`config.mk`:
```
export PLATFORM = sky130hd
export DESIGN_NAME = amb_addr_mod
export DESIGN_NICKNAME = d
export VERILOG_FILES = /design/src/design/amb_circ_fix.v /design/src/design/amb_addr_mod.v
export VERILOG_INCLUDE_DIRS = /design/src /design/src/include
export SDC_FILE = /design/constraint.sdc
export NUM_CORES = 2
export LEC_CHECK = 0
export CORE_ASPECT_RATIO = 0.5
export CORE_MARGIN = 3
export CORE_UTILIZATION = 35
export CTS_CLUSTER_SIZE = 25
export DETAILED_ROUTE_END_ITERATION = 10
export DONT_BUFFER_PORTS = 1
export PLACE_DENSITY = 0.48
export SETUP_SLACK_MARGIN = 0.15
export SYNTH_ARGS = -nofsm -noshare
export SYNTH_HDL_FRONTEND = slang
export SYNTH_SLANG_ARGS = --single-unit
```
`constraint.sdc`:
```
create_clock -name i_ref_clk -period 9.1 [get_ports i_ref_clk]
set_clock_uncertainty 0.05 [all_clocks]
set_input_delay 1.82 -clock i_ref_clk [delete_from_list [all_inputs] [get_ports i_ref_clk]]
set_output_delay 1.82 -clock i_ref_clk [all_outputs]
set_load 0.1 [all_outputs]
```
`src/include/amb_consts.vh`:
```
// constants for the address modifier block
`ifndef AMB_CONSTS_VH
`define AMB_CONSTS_VH
`define AMB_REG_CTRL 4'h0
`define AMB_REG_PIVOT 4'h1
`define AMB_REG_TPAGE 4'h2
`define AMB_REG_WPAGE 4'h3
`define AMB_REG_XSTART 4'h4
`define AMB_REG_XEND 4'h5
`define AMB_REG_YSTART 4'h6
`define AMB_REG_YEND 4'h7
`define AMB_REG_CORE 4'h8
`define AMB_PTR_NONE 4'hf
`define AMB_X_EN_BIT 15
`define AMB_Y_EN_BIT 14
`define AMB_BR_EN_BIT 15
`define AMB_WIN_EN_BIT 2
`define AMB_CFG_BIT 7
`define AMB_MODE_DIRECT 3'h0
`define AMB_MODE_IND 3'h1
`define AMB_MODE_POSTINC 3'h2
`define AMB_MODE_POSTDEC 3'h3
`define AMB_MODE_PREINC 3'h4
`define AMB_MODE_PREDEC 3'h5
`define AMB_MODE_REGOFS 3'h6
`define AMB_MODE_LITOFS 3'h7
`define AMB_WORD 16'h0002
`define AMB_WORD_MASK 16'hfffe
`define AMB_CTRL_RESET 16'h0fff
`define AMB_X_SEL 3:0
`define AMB_Y_SEL 7:4
`define AMB_BR_SEL 11:8
`define AMB_PIVOT_FIELD 14:0
`define AMB_WIN_OFS 14:0
`endif

```
`src/design/amb_circ_fix.v`:
```
// circular buffer boundary correction for one address unit
`include "amb_consts.vh"
module amb_circ_fix (
    // address and buffer
    input wire [15:0] i_addr,
    input wire i_up,
    input wire [15:0] i_start,
    input wire [15:0] i_end,
    input wire i_word_only,
    // corrected address
    output reg [15:0] o_addr
);
    reg [15:0] len;
    reg [15:0] a;
    always @* begin
        len = i_end - i_start + `AMB_WORD;
        o_addr = i_addr;
        // magnitude compare so a step past the boundary is still caught
        if (i_up && (i_addr > i_end)) begin
            o_addr = i_addr - len;
        end else if (!i_up && (i_addr < i_start)) begin
            o_addr = i_addr + len;
        end
        a = o_addr;
        if (i_word_only) begin
            a[0] = 1'b0;
        end
        o_addr = a;
    end
endmodule

```
`src/design/amb_addr_mod.v`:
```
// address modifier: modulo, bit-reverse and program space mapping
//
// Added by the designer: the placing of the registers and the address-and-strobe port.
`include "amb_consts.vh"
// Overview of operation
// - pointer select 15 disables X modulo
// - X select bits 3..0, enable bit 15
// - Y select bits 7..4, enable bit 14
// - boundaries use magnitude compares, not equality
// - write back only for pre/post modify
// - bit-reverse only X unit writes
// - pointer and modifier are both mirrored for the add
// - bit-reverse needs select, enable, increment mode
// - pivot bits 14..0 scaled to bytes
// - other modes or byte writes stay normal
// - pointer plus pivot, offset ignored, lsb zero
// - bit-reverse beats modulo in X write
// - 16 entry buffer gives mirrored sequence
// - table address is page over effective address
// - page bit 7 selects configuration memory
// - window address is page over bits 14..0
// - window bit 15 is page bit 0
// - table access allows odd and config addresses
// - window read only, low word only
// - four boundary registers hold buffer limits
// - Y modulo addresses are word aligned
// - window mapping needs core control bit 2
module amb_addr_mod (
    // clock and reset
    input wire i_ref_clk,
    input wire i_rst,
    // register port
    input wire [3:0] i_reg_addr,
    input wire [15:0] i_reg_wdata,
    input wire i_reg_wr,
    input wire i_reg_rd,
    output reg [15:0] o_reg_rdata,
    // X read unit request
    input wire i_xr_req,
    input wire [3:0] i_xr_ptr,
    input wire [15:0] i_xr_base,
    input wire [2:0] i_xr_mode,
    input wire [15:0] i_xr_ofs,
    // X write unit request
    input wire i_xw_req,
    input wire [3:0] i_xw_ptr,
    input wire [15:0] i_xw_base,
    input wire [2:0] i_xw_mode,
    input wire [15:0] i_xw_ofs,
    input wire i_xw_byte,
    // Y unit request
    input wire i_y_req,
    input wire [3:0] i_y_ptr,
    input wire [15:0] i_y_base,
    input wire [2:0] i_y_mode,
    input wire [15:0] i_y_ofs,
    // table access request
    input wire i_tbl_req,
    input wire i_tbl_wr,
    input wire [15:0] i_tbl_ea,
    // X read results
    output reg o_xr_valid,
    output reg [15:0] o_xr_addr,
    output reg o_xr_wb,
    output reg [15:0] o_xr_wb_val,
    output reg o_xr_prog,
    output reg [22:0] o_xr_prog_addr,
    // X write results
    output reg o_xw_valid,
    output reg [15:0] o_xw_addr,
    output reg o_xw_wb,
    output reg [15:0] o_xw_wb_val,
    output reg o_xw_prog_blocked,
    // Y results
    output reg o_y_valid,
    output reg [15:0] o_y_addr,
    output reg o_y_wb,
    output reg [15:0] o_y_wb_val,
    // table results
    output reg o_tbl_valid,
    output reg [23:0] o_tbl_addr,
    output reg o_tbl_cfg,
    output reg o_tbl_wr
);
    reg [15:0] ctrl_ff, pivot_ff, xs_ff, xe_ff, ys_ff, ye_ff;
    reg [7:0] tpage_ff, wpage_ff;
    reg core_win_ff;

    function is_modify;
        input [2:0] m;
        begin
            is_modify = (m == `AMB_MODE_POSTINC) || (m == `AMB_MODE_POSTDEC) ||
                        (m == `AMB_MODE_PREINC) || (m == `AMB_MODE_PREDEC);
        end
    endfunction

    function is_incr;
        input [2:0] m;
        begin
            is_incr = (m == `AMB_MODE_POSTINC) || (m == `AMB_MODE_PREINC);
        end
    endfunction

    // decrementing modes walk the buffer downward, so they test the lower boundary
    function is_dec;
        input [2:0] m;
        begin
            is_dec = (m == `AMB_MODE_POSTDEC) || (m == `AMB_MODE_PREDEC);
        end
    endfunction

    // offset step for the mode; decrement steps are the two's complement of the offset
    function [15:0] step;
        input [2:0] m;
        input [15:0] ofs;
        begin
            if (m == `AMB_MODE_POSTDEC || m == `AMB_MODE_PREDEC) begin
                step = 16'h0000 - ofs;
            end else if (m == `AMB_MODE_DIRECT || m == `AMB_MODE_IND) begin
                step = 16'h0000;
            end else begin
                step = ofs;
            end
        end
    endfunction

    // access address: pre-modify and offsets use base plus step
    function [15:0] acc_addr;
        input [2:0] m;
        input [15:0] base;
        input [15:0] ofs;
        begin
            if (m == `AMB_MODE_POSTINC || m == `AMB_MODE_POSTDEC) begin
                acc_addr = base;
            end else begin
                acc_addr = base + step(m, ofs);
            end
        end
    endfunction

    // bit mirror of the carry direction: add with carries flowing downward
    function [15:0] rev_add;
        input [15:0] a;
        input [15:0] b;
        reg [15:0] ra, rb, s;
        integer k;
        begin
            for (k = 0; k < 16; k = k + 1) begin
                ra[k] = a[15-k];
                rb[k] = b[15-k];
            end
            s = ra + rb;
            for (k = 0; k < 16; k = k + 1) begin
                rev_add[k] = s[15-k];
            end
        end
    endfunction

    // enables
    wire x_circ_on = ctrl_ff[`AMB_X_EN_BIT] && (ctrl_ff[`AMB_X_SEL] != `AMB_PTR_NONE);
    wire y_circ_on = ctrl_ff[`AMB_Y_EN_BIT] && (ctrl_ff[`AMB_Y_SEL] != `AMB_PTR_NONE);
    wire br_on = pivot_ff[`AMB_BR_EN_BIT] && (ctrl_ff[`AMB_BR_SEL] != `AMB_PTR_NONE);
    wire [15:0] pivot_bytes = {pivot_ff[`AMB_PIVOT_FIELD], 1'b0};

    // X read: modulo only, never bit-reversed
    wire [15:0] xr_raw = acc_addr(i_xr_mode, i_xr_base, i_xr_ofs);
    wire [15:0] xr_upd = i_xr_base + step(i_xr_mode, i_xr_ofs);
    wire xr_circ = x_circ_on && (i_xr_ptr == ctrl_ff[`AMB_X_SEL]);
    wire [15:0] xr_fix_acc, xr_fix_upd;
    amb_circ_fix u_xr_acc (
        .i_addr(xr_raw),
        .i_up(!is_dec(i_xr_mode)),
        .i_start(xs_ff),
        .i_end(xe_ff),
        .i_word_only(1'b0),
        .o_addr(xr_fix_acc)
    );
    amb_circ_fix u_xr_upd (
        .i_addr(xr_upd),
        .i_up(is_incr(i_xr_mode)),
        .i_start(xs_ff),
        .i_end(xe_ff),
        .i_word_only(1'b0),
        .o_addr(xr_fix_upd)
    );
    wire [15:0] xr_ea = xr_circ ? xr_fix_acc : xr_raw;
    wire xr_in_win = xr_ea[15] && core_win_ff;

    // X write: bit-reverse takes priority over modulo
    wire xw_br = br_on && (i_xw_ptr == ctrl_ff[`AMB_BR_SEL]) && is_incr(i_xw_mode) && !i_xw_byte;
    wire xw_circ = x_circ_on && (i_xw_ptr == ctrl_ff[`AMB_X_SEL]) && !xw_br;
    wire [15:0] xw_raw = acc_addr(i_xw_mode, i_xw_base, i_xw_ofs);
    wire [15:0] xw_upd = i_xw_base + step(i_xw_mode, i_xw_ofs);
    // pointer and pivot are both mirrored for the add, and the sum is mirrored back
    wire [15:0] xw_br_next = rev_add(i_xw_base, pivot_bytes) & `AMB_WORD_MASK;
    wire [15:0] xw_br_acc = (i_xw_mode == `AMB_MODE_PREINC) ? xw_br_next : (i_xw_base & `AMB_WORD_MASK);
    wire [15:0] xw_fix_acc, xw_fix_upd;
    amb_circ_fix u_xw_acc (
        .i_addr(xw_raw),
        .i_up(!is_dec(i_xw_mode)),
        .i_start(xs_ff),
        .i_end(xe_ff),
        .i_word_only(1'b0),
        .o_addr(xw_fix_acc)
    );
    amb_circ_fix u_xw_upd (
        .i_addr(xw_upd),
        .i_up(is_incr(i_xw_mode)),
        .i_start(xs_ff),
        .i_end(xe_ff),
        .i_word_only(1'b0),
        .o_addr(xw_fix_upd)
    );

    // Y unit: modulo, word aligned
    wire [15:0] y_raw = acc_addr(i_y_mode, i_y_base, i_y_ofs);
    wire [15:0] y_upd = i_y_base + step(i_y_mode, i_y_ofs);
    wire y_circ = y_circ_on && (i_y_ptr == ctrl_ff[`AMB_Y_SEL]);
    wire [15:0] y_fix_acc, y_fix_upd;
    amb_circ_fix u_y_acc (
        .i_addr(y_raw),
        .i_up(!is_dec(i_y_mode)),
        .i_start(ys_ff),
        .i_end(ye_ff),
        .i_word_only(1'b1),
        .o_addr(y_fix_acc)
    );
    amb_circ_fix u_y_upd (
        .i_addr(y_upd),
        .i_up(is_incr(i_y_mode)),
        .i_start(ys_ff),
        .i_end(ye_ff),
        .i_word_only(1'b1),
        .o_addr(y_fix_upd)
    );

    // registers, reset leaves every mode off
    always @(posedge i_ref_clk or posedge i_rst) begin
        if (i_rst) begin
            ctrl_ff <= `AMB_CTRL_RESET;
            pivot_ff <= 16'h0000;
            tpage_ff <= 8'h00;
            wpage_ff <= 8'h00;
            xs_ff <= 16'h0000;
            xe_ff <= 16'h0000;
            ys_ff <= 16'h0000;
            ye_ff <= 16'h0000;
            core_win_ff <= 1'b0;
        end else if (i_reg_wr) begin
            if (i_reg_addr == `AMB_REG_CTRL) begin
                ctrl_ff <= i_reg_wdata;
            end else if (i_reg_addr == `AMB_REG_PIVOT) begin
                pivot_ff <= i_reg_wdata;
            end else if (i_reg_addr == `AMB_REG_TPAGE) begin
                tpage_ff <= i_reg_wdata[7:0];
            end else if (i_reg_addr == `AMB_REG_WPAGE) begin
                wpage_ff <= i_reg_wdata[7:0];
            end else if (i_reg_addr == `AMB_REG_XSTART) begin
                xs_ff <= i_reg_wdata;
            end else if (i_reg_addr == `AMB_REG_XEND) begin
                xe_ff <= i_reg_wdata;
            end else if (i_reg_addr == `AMB_REG_YSTART) begin
                ys_ff <= i_reg_wdata;
            end else if (i_reg_addr == `AMB_REG_YEND) begin
                ye_ff <= i_reg_wdata;
            end else if (i_reg_addr == `AMB_REG_CORE) begin
                core_win_ff <= i_reg_wdata[`AMB_WIN_EN_BIT];
            end
        end
    end

    // read data one cycle after the strobe, zero otherwise and for unmapped offsets
    always @(posedge i_ref_clk or posedge i_rst) begin
        if (i_rst) begin
            o_reg_rdata <= 16'h0000;
        end else if (!i_reg_rd) begin
            o_reg_rdata <= 16'h0000;
        end else if (i_reg_addr == `AMB_REG_CTRL) begin
            o_reg_rdata <= ctrl_ff;
        end else if (i_reg_addr == `AMB_REG_PIVOT) begin
            o_reg_rdata <= pivot_ff;
        end else if (i_reg_addr == `AMB_REG_TPAGE) begin
            o_reg_rdata <= {8'h00, tpage_ff};
        end else if (i_reg_addr == `AMB_REG_WPAGE) begin
            o_reg_rdata <= {8'h00, wpage_ff};
        end else if (i_reg_addr == `AMB_REG_XSTART) begin
            o_reg_rdata <= xs_ff;
        end else if (i_reg_addr == `AMB_REG_XEND) begin
            o_reg_rdata <= xe_ff;
        end else if (i_reg_addr == `AMB_REG_YSTART) begin
            o_reg_rdata <= ys_ff;
        end else if (i_reg_addr == `AMB_REG_YEND) begin
            o_reg_rdata <= ye_ff;
        end else if (i_reg_addr == `AMB_REG_CORE) begin
            o_reg_rdata <= {13'h0000, x_circ_on, core_win_ff, br_on};
        end else begin
            o_reg_rdata <= 16'h0000;
        end
    end

    // address results, registered one cycle after the request
    always @(posedge i_ref_clk or posedge i_rst) begin
        if (i_rst) begin
            o_xr_valid <= 1'b0;
            o_xr_addr <= 16'h0000;
            o_xr_wb <= 1'b0;
            o_xr_wb_val <= 16'h0000;
            o_xr_prog <= 1'b0;
            o_xr_prog_addr <= 23'h000000;
            o_xw_valid <= 1'b0;
            o_xw_addr <= 16'h0000;
            o_xw_wb <= 1'b0;
            o_xw_wb_val <= 16'h0000;
            o_xw_prog_blocked <= 1'b0;
            o_y_valid <= 1'b0;
            o_y_addr <= 16'h0000;
            o_y_wb <= 1'b0;
            o_y_wb_val <= 16'h0000;
            o_tbl_valid <= 1'b0;
            o_tbl_addr <= 24'h000000;
            o_tbl_cfg <= 1'b0;
            o_tbl_wr <= 1'b0;
        end else begin
            o_xr_valid <= i_xr_req;
            o_xr_addr <= xr_ea;
            o_xr_wb <= i_xr_req && is_modify(i_xr_mode);
            o_xr_wb_val <= xr_circ ? xr_fix_upd : xr_upd;
            // window suppressed while a table access is in flight
            o_xr_prog <= i_xr_req && xr_in_win && !i_tbl_req;
            o_xr_prog_addr <= {wpage_ff, xr_ea[`AMB_WIN_OFS]};
            o_xw_valid <= i_xw_req;
            o_xw_addr <= xw_br ? xw_br_acc : (xw_circ ? xw_fix_acc : xw_raw);
            o_xw_wb <= i_xw_req && is_modify(i_xw_mode);
            o_xw_wb_val <= xw_br ? xw_br_next : (xw_circ ? xw_fix_upd : xw_upd);
            // writes into the window are refused, it is read only
            o_xw_prog_blocked <= i_xw_req && core_win_ff &&
                (xw_br ? xw_br_acc[15] : (xw_circ ? xw_fix_acc[15] : xw_raw[15]));
            o_y_valid <= i_y_req;
            o_y_addr <= y_circ ? y_fix_acc : (y_raw & `AMB_WORD_MASK);
            o_y_wb <= i_y_req && is_modify(i_y_mode);
            o_y_wb_val <= y_circ ? y_fix_upd : y_upd;
            o_tbl_valid <= i_tbl_req;
            o_tbl_addr <= {tpage_ff, i_tbl_ea};
            o_tbl_cfg <= tpage_ff[`AMB_CFG_BIT];
            o_tbl_wr <= i_tbl_req && i_tbl_wr;
        end
    end
endmodule

```
# Yosys cells after proc, flatten, opt, wreduce, memory -nomap -nowiden
# Cells that the tools add are included.
dict set report totals {
  word_cells 221
  ff_bits 283
  out_inout_bits 170
  in_bits 163
}
dict set report op_classes {
  reduce_logical 71
  magnitude_cmp 12
  n_bitwise 8
  n_mux 45
  eq_ne 30
  add_sub_neg 26
}
# op n
set op_table {}
lappend op_table {{two-way mux 16 bit} 42}
lappend op_table {{adder 16 bit} 12}
lappend op_table {{subtractor 16 bit} 8}
lappend op_table {{> comparator 16 bit} 6}
lappend op_table {{less-than comparator 16 bit} 6}
lappend op_table {{subtractor 1 x 16 -> 16 bit (first input constant)} 3}
lappend op_table {{adder 16 x 2 -> 16 bit (second input constant)} 2}
lappend op_table {{logical AND 1 bit} 31}
lappend op_table {{equality test 3 x 2 -> 1 bit (second input constant)} 6}
lappend op_table {{equality test 3 bit (second input constant)} 6}
lappend op_table {{logical OR 1 bit} 18}
lappend op_table {{equality test 4 x 3 -> 1 bit (second input constant)} 4}
lappend op_table {{equality test 4 bit} 4}
lappend op_table {{adder 15 bit} 1}
lappend op_table {{!= test 4 bit (second input constant)} 3}
lappend op_table {{AND reduction 10 bit} 1}
lappend op_table {{equality test 3 x 1 -> 1 bit (second input constant)} 3}
lappend op_table {{zero test 1 bit} 9}
lappend op_table {{zero test 3 bit} 3}
lappend op_table {{AND reduction 9 bit} 1}
lappend op_table {{equality test 4 x 2 -> 1 bit (second input constant)} 2}
lappend op_table {{NOT 1 bit} 8}
lappend op_table {{AND reduction 8 bit} 1}
lappend op_table {{AND reduction 7 bit} 1}
lappend op_table {{other kinds (10)} 11}

# Depth between registers and ports, before layout
dict set report logic_depth {
  ltp_word 15
  mapped_depth 29
  mapped_depth_nobuf 28
}

# Hierarchy
# From an unflattened synthesis, not the netlist that was laid out.
dict set report hier_totals {
  cells_unflattened 4249
  hier_area_um2 35363.9
}
# module cells_per_inst instances area_each_um2 seq_area_each_um2
set by_module_without_submodules {}
lappend by_module_without_submodules {amb_addr_mod 1600 1 15663.8 6696.4}
lappend by_module_without_submodules {{amb_circ_fix (u_xw_upd ...)} 452 2 3305.7 0.0}
lappend by_module_without_submodules {{amb_circ_fix (u_xr_acc ...)} 439 2 3284.4 0.0}
lappend by_module_without_submodules {{amb_circ_fix (u_xw_acc)} 439 1 3337.0 0.0}
lappend by_module_without_submodules {{amb_circ_fix (u_y_upd)} 428 1 3183.1 0.0}

# Worst setup path after synthesis
# No wires, ideal clock.
dict set report synth_path {
  path_type {in2reg}
  start {in i_xr_mode[2]}
  end {reg o_xr_prog_addr[13]}
  setup_time_ps 122
  path_slack_ps 2178
  path_stages 24
  required_time_ps 8928
  t_arrival_ps 6750
  path_buffers 3
  path_cell_list {or2_2 -> clkbuf_1 -> clkbuf_1 -> and2_1 -> ha_1 -> inv_1 -> fa_1 -> nor2b_1 -> o21ai_0 -> a21oi_1 -> o21a_1 -> o311ai_0 -> a31oi_1 -> o2111a_1 -> nor3_1 -> o21ai_0 -> ha_1 -> nand4_1 -> nor2_1 -> nand4_1 -> o31ai_1 -> clkbuf_1 -> o221ai_1 -> a32o_1}
}
dict set report synth_via {
  elab_chain_len 12
  elab_cells_between_ends 23
  cone_classes {add/sub (3); order compare (2); eq/ne (4); mux (7); reduce/logical (7)}
}
# item line
set synth_rtl {}
lappend synth_rtl {{start, declared} amb_addr_mod.v:42} ;# input wire [2:0] i_xr_mode,
lappend synth_rtl {{equality test 3 x 1 -> 1 bit (no line) or zero test 3 bit (tied branches)} --}
lappend synth_rtl {{logical OR 1 bit (no line)} --}
lappend synth_rtl {{two-way mux 16 bit} amb_addr_mod.v:119} ;# end else if (m == `AMB_MODE_DIRECT || m == `AMB_MODE_IND) begin
lappend synth_rtl {{two-way mux 16 bit} amb_addr_mod.v:117} ;# if (m == `AMB_MODE_POSTDEC || m == `AMB_MODE_PREDEC) begin
lappend synth_rtl {{two-way mux 16 bit} amb_addr_mod.v:133} ;# if (m == `AMB_MODE_POSTINC || m == `AMB_MODE_POSTDEC) begin
lappend synth_rtl {{adder 16 bit} amb_addr_mod.v:136} ;# acc_addr = base + step(m, ofs);
lappend synth_rtl {{two-way mux 16 bit} amb_addr_mod.v:133}
lappend synth_rtl {{less-than comparator 16 bit} amb_circ_fix.v:21} ;# end else if (!i_up && (i_addr < i_start)) begin
lappend synth_rtl {{logical AND 1 bit} amb_circ_fix.v:21}
lappend synth_rtl {{two-way mux 16 bit} amb_circ_fix.v:21}
lappend synth_rtl {{two-way mux 16 bit} amb_circ_fix.v:19} ;# if (i_up && (i_addr > i_end)) begin
lappend synth_rtl {{two-way mux 16 bit *} amb_addr_mod.v:186} ;# wire [15:0] xr_ea = xr_circ ? xr_fix_acc : xr_raw;
lappend synth_rtl {{net xr_ea[13]} amb_addr_mod.v:186}
lappend synth_rtl {{end signal, assigned} amb_addr_mod.v:330} ;# o_xr_prog_addr <= {wpage_ff, xr_ea[`AMB_WIN_OFS]};
lappend synth_rtl {{end, declared} amb_addr_mod.v:67} ;# output reg [22:0] o_xr_prog_addr,
# The timed path passes the listed nets; every way through them passes the cells marked *. The select of a mux whose other input is x is not followed.
# A chain may end at the register's enable or synchronous reset.

# Worst setup path after layout
dict set report layout_path {
  start {in i_xr_mode[2]}
  end {reg o_xr_prog}
}
dict set report layout_via {
  elab_chain_len 15
  elab_cells_between_ends 26
  cone_classes {add/sub (3); order compare (2); eq/ne (4); mux (7); reduce/logical (10)}
}
# item line
set layout_rtl {}
lappend layout_rtl {{equality test 3 x 1 -> 1 bit (no line) or zero test 3 bit (tied branches)} --}
lappend layout_rtl {{logical OR 1 bit (no line)} --}
lappend layout_rtl {{two-way mux 16 bit} amb_addr_mod.v:119}
lappend layout_rtl {{two-way mux 16 bit} amb_addr_mod.v:117}
lappend layout_rtl {{two-way mux 16 bit} amb_addr_mod.v:133}
lappend layout_rtl {{adder 16 bit} amb_addr_mod.v:136}
lappend layout_rtl {{two-way mux 16 bit} amb_addr_mod.v:133}
lappend layout_rtl {{less-than comparator 16 bit} amb_circ_fix.v:21}
lappend layout_rtl {{logical AND 1 bit} amb_circ_fix.v:21}
lappend layout_rtl {{two-way mux 16 bit} amb_circ_fix.v:21}
lappend layout_rtl {{two-way mux 16 bit} amb_circ_fix.v:19}
lappend layout_rtl {{two-way mux 16 bit *} amb_addr_mod.v:186}
lappend layout_rtl {{net xr_ea[15]} amb_addr_mod.v:186}
lappend layout_rtl {{logical AND 1 bit *} amb_addr_mod.v:187} ;# wire xr_in_win = xr_ea[15] && core_win_ff;
lappend layout_rtl {{logical AND 1 bit * (2 in series)} amb_addr_mod.v:329} ;# o_xr_prog <= i_xr_req && xr_in_win && !i_tbl_req;
lappend layout_rtl {{end signal, assigned} amb_addr_mod.v:329}
lappend layout_rtl {{end, declared} amb_addr_mod.v:66} ;# output reg o_xr_prog,
# Marks and branches as above.

==> flow_summary.toml <==
[outcome]
status = "finished clean"

[sta]
slew_viol_final = 0
hold_violations = 0
finalCriticalPeriod_ns = 7.858
grt_setup_unrepaired = "no"
worst_pin_slew_ns = 1.268
max_freq_ghz = 0.1273
fin_hold_ws_ns = 0.3452
finalSetupTns_ns = 0
slew_headroom_pct = 14.93
fin_crit_sh_pct = 86.35
setup_violations = 0

[setup_path]
worstPathRequired_ns = 9.65
cp.arrival_ns = 8.40
path_max_fanout = 15
worst_setup_path_end_kind = "flop"
cp_slowest_stage_delay_ns = 0.91
startpoint_type = "input port"
cp_slowest_cell = "o21ai_1"
cp_cell_sequence = "xor2_1 > and2_1 > nand2_1 > o21ai_0 > inv_1 > fa_1 > nor2b_1 > o21ai_0 > a21oi_1 > o21a_1 > o311ai_0 > a31oi_1 > nor2_1 > xnor2_1 > mux2_2 > ha_1 > nand4_1 > nor2_1 > a21oi_1 > nand2_1 > o21ai_1 > a32oi_1 > xnor2_1 > and4b_1"
critical_path_class = "in2reg"

[grt]
met1_usage_pct = 35.50
grt_pass1_wl_mm = 174.5
antenna_found_initial = 1
grt_util_met3_pct = 3.688
gr-total-overflow = 0
first_global_vias = 26930
track_usage_pct = 25.92
grt_max_degree = 74
grt-busiest-layer = "met2"
grt_use_met2_pct = 42.87

[floorplan]
io_pins = 333
num_rows = 74
die_w_um = 418.1
initial_utilization_pct = 35.87
dieArea_um2 = 88680
die_y_um = 212.1
core_um2 = 82870

[synth]
yosys.area.top_type = "dfrtp_1"
yosysTopAreaCellShare_pct = 21.38
synthesis.area_um2 = 29730
synth-simple-area-share_pct = 15.62
synthArstFlopShare_pct = 100.0
synth_ff_type = "dfrtp_1"
netlist-cell-type-count = 97
ys_warn_count = 0
syn_inst = 3526
synth_edf_count = 0
synth_compound_area_share_pct = 26.39
avgSynthCellArea_um2 = 8.431
synth_most_common_cell = "ha_1"
ys_seq_area_share_pct = 22.44
ys_top_cells_by_area = "dfrtp_1 (21%), ha_1 (20%), a21oi_1 (4.0%), o21ai_0 (3.9%), nand2_1 (3.8%)"
synth_common_cells = "ha_1 (482), nand2_1 (304), inv_1 (255)"
synthMuxAreaShare_pct = 5.026
synthXorXnorAreaFrac_pct = 3.822
syn-num-nets = 4189
synth_top_family_by_area = "compound AO/OA/AOI/OAI gates"
synthAdderAreaFrac_pct = 21.50
synth_seq_cells = 266

[drt]
drtAntennaViolNets = 0
wl_per_cell_um = 25.71
drt-vias-per-instance = 6.009
drt-pass1-iter-count = 6
route.vias.total = 27850
drt-initial-drc-count = 2362
wl_mm = 119.2
drc = 0

[clock_tree]
cts.clk_slew.worst_paths_ns = 0.07
cts_root_buf = "clkbuf_16"
cts_tree = "yes"
post-cts-setup-buffers = 0
cts.repair.resized = 0
cts.htree.levels = 1
cts_buffer_depth = 3
cts_buffers = 31
ctsHoldBuffers = 0
clock_latency_ns = 0.66
clock_sinks = 266

[final_layout]
final_core_util_pct = 38.95
largest_register_ffs = 24
drive_above_1_share_pct = 8.831
antennaDiodeCount = 0
final_cells = 4635
top_regs = "o_tbl_addr x24, o_xr_prog_addr x23"
regMostFlops = "o_tbl_addr"
area_growth_pct = 8.587
final_nets = 4172

[place]
port_buffers = 0
place_hpwl_mm = 95.33
place_congestion = 0.9413
dp.cells = 4578

[worst_hold_path]
min_path_type = "reg2reg"

[job]
drv_cap = 0
[final cells by class]
class / count / area [um^2]
Timing Repair Buffer: 84 / 630.6
Inverter: 256 / 964.7
Sequential cell: 266 / 6691
Fill cell: 8422 / 50590
Tap cell: 1102 / 1379
Clock buffer: 46 / 892.1
Multi-Input combinational cell: 2870 / 21560
Clock inverter: 11 / 161.4
[stage by stage]
stage	setup slack (ns)	area (um^2)
after CTS	1.475	32280
after detailed placement	0.7880	31220
after global placement	0.9861	31220
final	1.242	32280
after global routing	0.8330	32280
after floorplan	2.178	29730
[worst paths after layout]
path	cells past startpoint	slack (ns)	endpoint	from
min	0	0.35	o_tbl_addr[22]	tpage_ff[6]
max in group asynchronous	3	6.01	o_xw_addr[5]	i_rst
min reg2reg	0	0.35	o_tbl_addr[22]	tpage_ff[6]
max reg2reg	22	3.24	o_xr_prog	xe_ff[1]
max	24	1.24	o_xr_prog	i_xr_mode[2]
min in group asynchronous	1	1.18	o_tbl_addr[6]	i_rst
[critical path, delay by kind of cell]
| kind | cells | cell delay (ns) |
|---|---|---|
| xor+xnor | 3 | 1.58 |
| compound gates | 9 | 2.42 |
| fa+ha+maj | 2 | 0.70 |
| simple gates | 8 | 1.36 |
| mux | 1 | 0.41 |
| buf+inv | 1 | 0.10 |
[layout by cell type, fill, tap and decap left out, types with 40 or more instances in the layout]
master      n
nand2_1   304
a21oi_1   237
nand2b_1   43
o31ai_1    40
o21bai_1   46
o211ai_1   48
dfrtp_1   238
xnor2_1    79
buf_4      84
o21ai_0   230
nor2_1    231
xor2_1     46
a21o_1     80
nor2b_1    72
inv_1     254
nand3_1    66
ha_1      482
mux2_2     80
nor3_1     81
[logic make-up (layout without fill, tap and decap cells)]
logic type,Yosys count,in the layout
muxes,128,128
xor gates and xnor gates,128,128
other,1,1
DFF,266,266
adders and majority gates,500,500
buffers and inverters,390,397
and+or+nand+nor,971,971
AOI/OAI and AO/OA,1142,1142
[metal layers]
metal / vias up / share of wire [%]
met1: 13660 / 45
met4: 0 / 2.9
li1: 13070 / -
met2: 965 / 46
met3: 157 / 6.2
met5: - / 0
Power is not shown: default switching activity piles up to over one toggle a cycle in this logic, so the estimate is an artifact.
